===== src/pkg/ddsr_consts.vh =====
// Register map, field positions and serial framing constants of the DDS register bank
`ifndef DDSR_CONSTS_VH
`define DDSR_CONSTS_VH

// Serial addresses of the registers
`define DDSR_ADDR_PRIMARY 5'h00
`define DDSR_ADDR_ANALOG 5'h01
`define DDSR_ADDR_SCALE 5'h02
`define DDSR_ADDR_RAMP 5'h03
`define DDSR_ADDR_TUNING 5'h04
`define DDSR_ADDR_PHASE 5'h05

// Register widths in bits
`define DDSR_W_PRIMARY 6'h20
`define DDSR_W_ANALOG 6'h18
`define DDSR_W_SCALE 6'h10
`define DDSR_W_RAMP 6'h08
`define DDSR_W_TUNING 6'h20
`define DDSR_W_PHASE 6'h10
`define DDSR_W_INSTR 6'h08

// Reset values
`define DDSR_RST_32 32'h0000_0000
`define DDSR_RST_24 24'h00_0000
`define DDSR_RST_16 16'h0000
`define DDSR_RST_8 8'h00

// Primary control fields
`define DDSR_BIT_LSB_FIRST 8
`define DDSR_BIT_INPUT_ONLY 9
`define DDSR_BIT_CLR_ACC 10
`define DDSR_BIT_AUTO_CLR 13

// Analog clock control: reference multiplier field and limits
`define DDSR_MULT_HI 7
`define DDSR_MULT_LO 3
`define DDSR_MULT_MIN 5'h04
`define DDSR_MULT_MAX 5'h14

// Phase offset: 14 value bits
`define DDSR_PHASE_MASK 16'h3FFF
`define DDSR_PHASE_W 14

// Instruction byte fields
`define DDSR_INSTR_READ 7
`define DDSR_INSTR_ADDR_HI 4

`endif

===== src/hdl/ddsr_phase_acc.v =====
// Phase accumulator with hold-clear, update-driven auto-clear and phase offset
`timescale 1ns/10ps
module ddsr_phase_acc #(
  parameter ACC_W = 32,
  parameter OUT_W = 14
) (
  // Clock and reset
  input wire i_sys_clk,
  input wire i_rst_b,
  // Control
  input wire i_clear_hold,
  input wire i_auto_clear,
  input wire i_update,
  // Words
  input wire [ACC_W-1:0] i_tuning_word,
  input wire [OUT_W-1:0] i_phase_offset,
  // Phase out
  output reg [OUT_W-1:0] o_phase
);

  reg [ACC_W-1:0] acc;

  // Accumulate; the held clear beats everything so no phase leaks out
  always @(posedge i_sys_clk or negedge i_rst_b) begin
    if (!i_rst_b) begin
      acc <= {ACC_W{1'b0}};
    end else if (i_clear_hold) begin
      acc <= {ACC_W{1'b0}};
    end else if (i_auto_clear && i_update) begin
      acc <= {ACC_W{1'b0}};
    end else begin
      acc <= acc + i_tuning_word;
    end
  end

  // Truncated phase plus offset, registered
  always @(posedge i_sys_clk or negedge i_rst_b) begin
    if (!i_rst_b) begin
      o_phase <= {OUT_W{1'b0}};
    end else begin
      o_phase <= acc[ACC_W-1:ACC_W-OUT_W] + i_phase_offset;
    end
  end

endmodule // ddsr_phase_acc


===== src/hdl/ddsr_register_map.v =====
// Serially addressed configuration register bank of the DDS
`timescale 1ns/10ps
`include "ddsr_consts.vh"

// How it works
// - Multiplier field 4 to 20 multiplies the reference clock by that value.
// - Multiplier field 0 to 3 bypasses the multiplier; reference clock used directly.
// - Tuning word is 32 bits at serial address 4, bytes 7:0 up to 31:24.
// - Ramp rate is one full 8-bit register at serial address 3.
// - While clear-accumulator bit is set, the accumulator is held at zero.
// - With auto-clear set, each update strobe zeroes the accumulator for one cycle.
// - Bit-order bit set means serial data least significant bit first.
// - Input-only bit set makes the data pin input only; else bidirectional.
module ddsr_register_map #(
  parameter ACC_W = 32
) (
  // Clock and reset
  input wire i_sys_clk,
  input wire i_rst_b,
  // Serial port pins
  input wire i_sclk,
  input wire i_cs_b,
  input wire i_sdio,
  output reg o_sdio,
  output wire o_sdio_oe_b,
  output reg o_sdo,
  input wire i_io_update,
  // Clock multiplier control
  output reg o_pll_bypass,
  output reg [4:0] o_pll_mult,
  // Core view of the bank
  output reg [15:0] o_amplitude_scale,
  output reg [7:0] o_amplitude_ramp_rate,
  output wire [13:0] o_phase
);

  localparam ST_INSTR = 1'b0;
  localparam ST_DATA = 1'b1;

  // Register bank
  reg [31:0] primary_control;
  reg [23:0] analog_clock_control;
  reg [15:0] amplitude_scale;
  reg [7:0] amplitude_ramp_rate;
  reg [31:0] frequency_tuning;
  reg [15:0] phase_offset;

  // Pin synchronisers and edge history
  reg [2:0] sclk_s;
  reg [1:0] cs_s;
  reg [1:0] sdio_s;
  reg [2:0] upd_s;

  // Serial engine
  reg state;
  reg [5:0] bit_cnt;
  reg [31:0] sh;
  reg rd_op;
  reg [4:0] addr;
  reg [31:0] rd_val;
  reg [31:0] next_sh;
  reg [31:0] wr_val;
  wire [5:0] width;
  wire lsb_first;
  wire sclk_rise;
  wire sclk_fall;
  wire update_pulse;
  wire [5:0] out_idx;
  wire [4:0] mult;

  // Width of a register at a serial address; the eight-bit instruction width when unmapped
  function [5:0] reg_width;
    input [4:0] a;
    begin
      case (a)
        `DDSR_ADDR_PRIMARY: reg_width = `DDSR_W_PRIMARY;
        `DDSR_ADDR_ANALOG: reg_width = `DDSR_W_ANALOG;
        `DDSR_ADDR_SCALE: reg_width = `DDSR_W_SCALE;
        `DDSR_ADDR_RAMP: reg_width = `DDSR_W_RAMP;
        `DDSR_ADDR_TUNING: reg_width = `DDSR_W_TUNING;
        `DDSR_ADDR_PHASE: reg_width = `DDSR_W_PHASE;
        default: reg_width = `DDSR_W_INSTR;
      endcase
    end
  endfunction

  // Read value at a serial address, right aligned
  function [31:0] reg_value;
    input [4:0] a;
    begin
      case (a)
        `DDSR_ADDR_PRIMARY: reg_value = primary_control;
        `DDSR_ADDR_ANALOG: reg_value = {8'h00, analog_clock_control};
        `DDSR_ADDR_SCALE: reg_value = {16'h0000, amplitude_scale};
        `DDSR_ADDR_RAMP: reg_value = {24'h00_0000, amplitude_ramp_rate};
        `DDSR_ADDR_TUNING: reg_value = frequency_tuning;
        `DDSR_ADDR_PHASE: reg_value = {16'h0000, phase_offset};
        default: reg_value = `DDSR_RST_32;
      endcase
    end
  endfunction

  // Two flops on every pin before use; third stage only for edges
  always @(posedge i_sys_clk or negedge i_rst_b) begin
    if (!i_rst_b) begin
      sclk_s <= 3'h0;
      cs_s <= 2'h3;
      sdio_s <= 2'h0;
      upd_s <= 3'h0;
    end else begin
      sclk_s <= {sclk_s[1:0], i_sclk};
      cs_s <= {cs_s[0], i_cs_b};
      sdio_s <= {sdio_s[0], i_sdio};
      upd_s <= {upd_s[1:0], i_io_update};
    end
  end

  assign sclk_rise = sclk_s[1] & ~sclk_s[2];
  assign sclk_fall = ~sclk_s[1] & sclk_s[2];
  assign update_pulse = upd_s[1] & ~upd_s[2];
  assign lsb_first = primary_control[`DDSR_BIT_LSB_FIRST];
  assign width = (state == ST_INSTR) ? `DDSR_W_INSTR : reg_width(addr);
  // Bit driven out: counts up from bit 0 or down from the top
  assign out_idx = lsb_first ? bit_cnt : (width - 6'h01 - bit_cnt);

  // Shift direction and the right-aligned word once a field is complete
  always @* begin
    if (lsb_first) begin
      next_sh = {sdio_s[1], sh[31:1]};
      wr_val = next_sh >> (6'h20 - width);
    end else begin
      next_sh = {sh[30:0], sdio_s[1]};
      wr_val = next_sh;
    end
  end

  // Frame engine: instruction byte then one register's worth of bits
  always @(posedge i_sys_clk or negedge i_rst_b) begin
    if (!i_rst_b) begin
      state <= ST_INSTR;
      bit_cnt <= 6'h00;
      sh <= `DDSR_RST_32;
      rd_op <= 1'b0;
      addr <= 5'h00;
      rd_val <= `DDSR_RST_32;
    end else if (cs_s[1]) begin
      // Deselect aborts any partial transfer
      state <= ST_INSTR;
      bit_cnt <= 6'h00;
    end else if (sclk_rise) begin
      sh <= next_sh;
      if (bit_cnt == width - 6'h01) begin
        bit_cnt <= 6'h00;
        case (state)
          ST_INSTR: begin
            state <= ST_DATA;
            rd_op <= wr_val[`DDSR_INSTR_READ];
            addr <= wr_val[`DDSR_INSTR_ADDR_HI:0];
            rd_val <= reg_value(wr_val[`DDSR_INSTR_ADDR_HI:0]);
          end
          default: begin
            state <= ST_INSTR;
          end
        endcase
      end else begin
        bit_cnt <= bit_cnt + 6'h01;
      end
    end
  end

  // Register writes land when the last data bit arrives
  always @(posedge i_sys_clk or negedge i_rst_b) begin
    if (!i_rst_b) begin
      primary_control <= `DDSR_RST_32;
      analog_clock_control <= `DDSR_RST_24;
      amplitude_scale <= `DDSR_RST_16;
      amplitude_ramp_rate <= `DDSR_RST_8;
      frequency_tuning <= `DDSR_RST_32;
      phase_offset <= `DDSR_RST_16;
    end else if (!cs_s[1] && sclk_rise && state == ST_DATA && !rd_op && bit_cnt == width - 6'h01) begin
      case (addr)
        `DDSR_ADDR_PRIMARY: primary_control <= wr_val;
        `DDSR_ADDR_ANALOG: analog_clock_control <= wr_val[23:0];
        `DDSR_ADDR_SCALE: amplitude_scale <= wr_val[15:0];
        `DDSR_ADDR_RAMP: amplitude_ramp_rate <= wr_val[7:0];
        `DDSR_ADDR_TUNING: frequency_tuning <= wr_val;
        `DDSR_ADDR_PHASE: phase_offset <= wr_val[15:0] & `DDSR_PHASE_MASK;
        default: primary_control <= primary_control;
      endcase
    end
  end

  // Read bits change on the falling serial edge so the host samples on the rising one
  always @(posedge i_sys_clk or negedge i_rst_b) begin
    if (!i_rst_b) begin
      o_sdio <= 1'b0;
      o_sdo <= 1'b0;
    end else if (!cs_s[1] && sclk_fall && state == ST_DATA && rd_op) begin
      o_sdio <= rd_val[out_idx[4:0]];
      o_sdo <= rd_val[out_idx[4:0]];
    end
  end

  // Data pin driven only for reads in two-wire mode
  assign o_sdio_oe_b = ~(state == ST_DATA && rd_op && !cs_s[1] &&
                         !primary_control[`DDSR_BIT_INPUT_ONLY]);

  // Multiplier decode; registered for a clean analog-side control
  assign mult = analog_clock_control[`DDSR_MULT_HI:`DDSR_MULT_LO];
  always @(posedge i_sys_clk or negedge i_rst_b) begin
    if (!i_rst_b) begin
      o_pll_bypass <= 1'b1;
      o_pll_mult <= 5'h00;
      o_amplitude_scale <= `DDSR_RST_16;
      o_amplitude_ramp_rate <= `DDSR_RST_8;
    end else begin
      o_pll_bypass <= (mult < `DDSR_MULT_MIN) || (mult > `DDSR_MULT_MAX);
      o_pll_mult <= mult;
      o_amplitude_scale <= amplitude_scale;
      o_amplitude_ramp_rate <= amplitude_ramp_rate;
    end
  end

  // Accumulator driven by the bank
  ddsr_phase_acc #(
    .ACC_W(ACC_W),
    .OUT_W(`DDSR_PHASE_W)
  ) u_acc (
    .i_sys_clk(i_sys_clk),
    .i_rst_b(i_rst_b),
    .i_clear_hold(primary_control[`DDSR_BIT_CLR_ACC]),
    .i_auto_clear(primary_control[`DDSR_BIT_AUTO_CLR]),
    .i_update(update_pulse),
    .i_tuning_word(frequency_tuning[ACC_W-1:0]),
    .i_phase_offset(phase_offset[`DDSR_PHASE_W-1:0]),
    .o_phase(o_phase)
  );

endmodule // ddsr_register_map


===== config.mk =====
export PLATFORM = sky130hd
export DESIGN_NAME = ddsr_register_map
export DESIGN_NICKNAME = d
export VERILOG_FILES = /design/src/hdl/ddsr_phase_acc.v /design/src/hdl/ddsr_register_map.v
export VERILOG_INCLUDE_DIRS = /design/src /design/src/pkg
export SDC_FILE = /design/constraint.sdc
export NUM_CORES = 1
export LEC_CHECK = 0
export ABC_AREA = 1
export BUFFER_PORTS_ARGS = -buffer_cell sky130_fd_sc_hd__buf_2
export CORE_MARGIN = 2
export CORE_UTILIZATION = 50
export CTS_BUF_LIST = sky130_fd_sc_hd__clkbuf_4
export DETAILED_ROUTE_END_ITERATION = 6
export PLACE_DENSITY = 0.74
export SLEW_MARGIN = 25
export SYNTH_ARGS = -nofsm -noshare
export SYNTH_HDL_FRONTEND = slang
export SYNTH_SLANG_ARGS = --single-unit

===== constraint.sdc =====
create_clock -name i_sys_clk -period 8.4 [get_ports i_sys_clk]
set_clock_uncertainty 0.15 [all_clocks]
set_input_delay 0.84 -clock i_sys_clk [delete_from_list [all_inputs] [get_ports i_sys_clk]]
set_output_delay 0.84 -clock i_sys_clk [all_outputs]
set_load 0.05 [all_outputs]

==> metrics.md <==
| Metric | Value |
|---|---|
| Max-slew headroom | 37.9% |
| IO Port Bufs | 52 |
| DIE AREA | between 30000 and 40000 sq um |
| Asr flop ratio synth | 100% |
| CTS H-Tree Depth | 3 |
| R2R cell count | 19 |
| Startpoint types | flip-flop |
| Yosys cell types | 48 |
| Initial core utilization | between 50% and 60% |
| Final net count | between 1500 and 2000 |
| Fin Setup TNS | 0 ns |
| Clk slew on worst S/H paths | roughly 0.07 ns |
| Critical Path Fanout Max | between 40 and 50 |
| Most common cell after layout, fill and taps aside | nand2_1 |
| Final setup vio count | 0 |
| Die H | 175 um |
| Clk_lat worst skew | between 0.6 and 0.7 ns |
| Flops & latches, synth | 290 |
| Fmax | approximately 200 MHz |
| Clock Path Buffers | 3 |
| Initial antenna violation count | 1 |
| Layout cell share with drive strength beyond 1 | between 10% and 20% |
| CP startpoint | addr[1] |
| Total of max-cap violations | 0 |
| Post-CTS setup buffer count | 0 |
| Leak pwr | between 0.008 and 0.009 uW |
| Critical-path top delay cell | nand2_2 |
| Period utilisation layout | roughly three fifths |
| Via count | 12750 |
| Vias per cell | 5.59 |
| Crit path capture type | flip-flop |
| Reg2reg start | addr[1] |
| Std cell rows | 62 |
| Final wirelength | ~40000 um |
| Peak supply drop | between 0.08 and 0.09 mV |
| Antenna-violating nets left | 0 |
| Mapped cell area | between 10000 and 15000 sq um |
| Pwr Density | 192 nW/um^2 |
| Resized Gates After CTS | 0 |
| Worst-Margin Slew | 0.929 ns |
| Layout fillers | between 2000 and 3000 |
| Pre-CTS setup slack | 3.63 ns |
| Max incr delay on CP | 0.64 ns |
| GRT Util Overall | 27.0% |
| Critical Path RT | 8.85 ns |
| Crit Path Class | flip-flop to flip-flop |
| CTS Hold Bufs | 0 |
| Crit path arrival time | between 5 and 6 ns |
| Largest net degree at the start of global routing | between 150 and 200 |
| Critical path's most frequent cell | nand2_1 |
| Top_reg_cell synth | dfrtp_1 |
| Hpwl dp | around 28000 um |
| Status | finished, final reports clean |
| Final slew viol count | 0 |
| Routability cong. | ~0.94 |
| Vias in the first global route | roughly 12000 |
| Die width | approximately 180 um |
| Mean Syn Cell Area | just over 8 sq um |
| Seq/Total Area, Yosys | 49.5% |
| Setup WS post-layout | between 3 and 4 ns |
| Hold Path Class | input pin to asynchronous set/reset pin |
| RSZ-0062 raised after global routing | false |
| Num CTS Buffers | 80 |
| Root buf cell | clkbuf_4 |
| CTS tree | built |
| Reg2reg setup slack | 3.39 ns |
| Total Power | between 3000 and 4000 uW |
| EDFF count, synth | 0 |
| Clock sinks | between 200 and 300 |
| Core ar. | around 29000 sq um |
| Fin crit period | around 5.0 ns |
| Pre-antenna DRT Iters | 5 |
| DR DRC count | 0 |
| Routed WL per cell | ~18 um |
| Starting DRT DRC Count | ~1300 |
| Post-Route Utilization | between 50% and 60% |
| Layout area overhead | 11.1% |
| First-pass GRT wire length | around 65000 um |
| Critical R2R Capture | rd_val[5] |
| Yosys warnings | 0 |
| Worst path cell trace | inv_1 > nor2_1 > nand3_1 > nand3_4 > nand2_2 > inv_1 > ha_1 > clkinv_1 > nor2_2 > nand3_1 > nand2_1 > nor2_4 > nor2_4 > nand3_2 > o21ai_0 > inv_1 > nand2_1 > nand2_1 > nand2_1 |
| Syn_nets | roughly 1800 |
| Top Ports | 53 |
| Most frequent cells in the layout | nand2_1 (474), dfrtp_1 (286), o21ai_0 (248) |
| Grt ovf | 0 |
| Final hold violations | 0 |
| Synth Instances | about 1800 |
==> power by group <==
group          internal [uW]  switching [uW]
clock network            815             589
registers               1410            13.2
logic                   59.3             231
total                   2290             833
==> per-stage QoR <==
| stage | area (sq um) | hold slack, ns | cells |
|---|---|---|---|
| 2_1_floorplan | 14700 | 0.181 | 1773 |
| 3_3_place_gp | 15100 | 0.182 | 2141 |
| 3_5_place_dp | 15100 | 0.185 | 2141 |
| 4_1_cts | 16300 | 0.0558 | 2280 |
| 5_1_grt | 16300 | 0.0715 | 2282 |
| 6_report | 16300 | 0.0514 | 2282 |
==> cell families (layout without fill, tap and decap cells) <==
| group | Yosys count | after routing | share of synthesized area, % |
|---|---|---|---|
| other cells | 0 | 1 | 0 |
| flops | 290 | 290 | 49.5 |
| fa+ha+maj | 49 | 49 | 4.28 |
| simple gates | 760 | 760 | 22.6 |
| buf+inv | 209 | 333 | 5.88 |
| xor+xnor | 23 | 23 | 1.37 |
| compound gates | 442 | 442 | 16.3 |
==> critical path, delay by kind of cell, from the launching register on <==
kind,cells,cell delay (ns)
buffers and inverters,4,0.87
AO/OA/AOI/OAI,1,0.36
adder cells (fa/ha/maj),1,0.45
flip-flops,1,0.42
AND/OR/NAND/NOR,13,2.66
==> synthesized netlist by cell type, types with 5 or more instances <==
cell,count,share of area (%)
nand3_1,78,2.7
o21a_1,12,0.61
xnor2_1,6,0.36
xor2_1,17,1.0
nand2_1,474,12
nor2_4,5,0.38
dfrtp_1,287,49
o21bai_1,5,0.26
a21oi_1,123,4.2
nor2_1,120,3.1
nand3_2,5,0.34
clkbuf_1,53,1.4
nand4_1,45,1.9
o21ai_1,10,0.34
nor2_2,5,0.21
o221ai_1,10,0.60
ha_1,47,4.0
inv_1,124,3.2
nor3_1,8,0.27
o21ai_0,248,8.5
a31oi_1,9,0.38
buf_2,11,0.38
buf_4,9,0.46
o211ai_1,11,0.56
==> routing by layer <==
layer  part of all wire (%)  vias to the layer above  track usage [%]  wire (um)
met4                    3.3                        0             10.8       1320
met1                     44                     6014             37.7      17900
li1                       -                     6121                -          -
met5                      0                        -                0          0
met2                     46                      518             42.7      18600
met3                    6.4                       97             3.96       2590
==> how the worst max path moves through the flow <==
stage / slack, ns / end
detailed placement: 3.63 / rd_val[4]
CTS: 3.56 / rd_val[5]
global placement: 3.78 / rd_val[5]
finish: 3.39 / rd_val[5]
floorplan: 4.81 / analog_clock_control[7]
global route: 3.03 / rd_val[5]
==> registers in the layout, summed over array words and instances (netlist names), 6 cells and up <==
register	count
o_amplitude_ramp_rate	8
analog_clock_control	24
amplitude_ramp_rate	8
u_acc.o_phase	14
sh	32
phase_offset	14
frequency_tuning	32
amplitude_scale	16
rd_val	32
bit_cnt	6
primary_control	32
o_amplitude_scale	16
u_acc.acc	32
==> area by class of cell <==
| cell class | count | area (sq um) | share of cell area (%) |
|---|---|---|---|
| Antenna cell | 1 | 2.50 | 0.0154 |
| Timing Repair Buffer | 64 | 393 | 2.41 |
| Multi-Input combinational cell | 1274 | 6550 | 40.2 |
| Inverter | 130 | 488 | 3.00 |
| Tap cell | 384 | 480 | 2.95 |
| Clock inverter | 16 | 193 | 1.18 |
| Clock buffer | 123 | 923 | 5.67 |
| Sequential cell | 290 | 7260 | 44.6 |
Note: power is estimated with default switching activity, not from simulation.
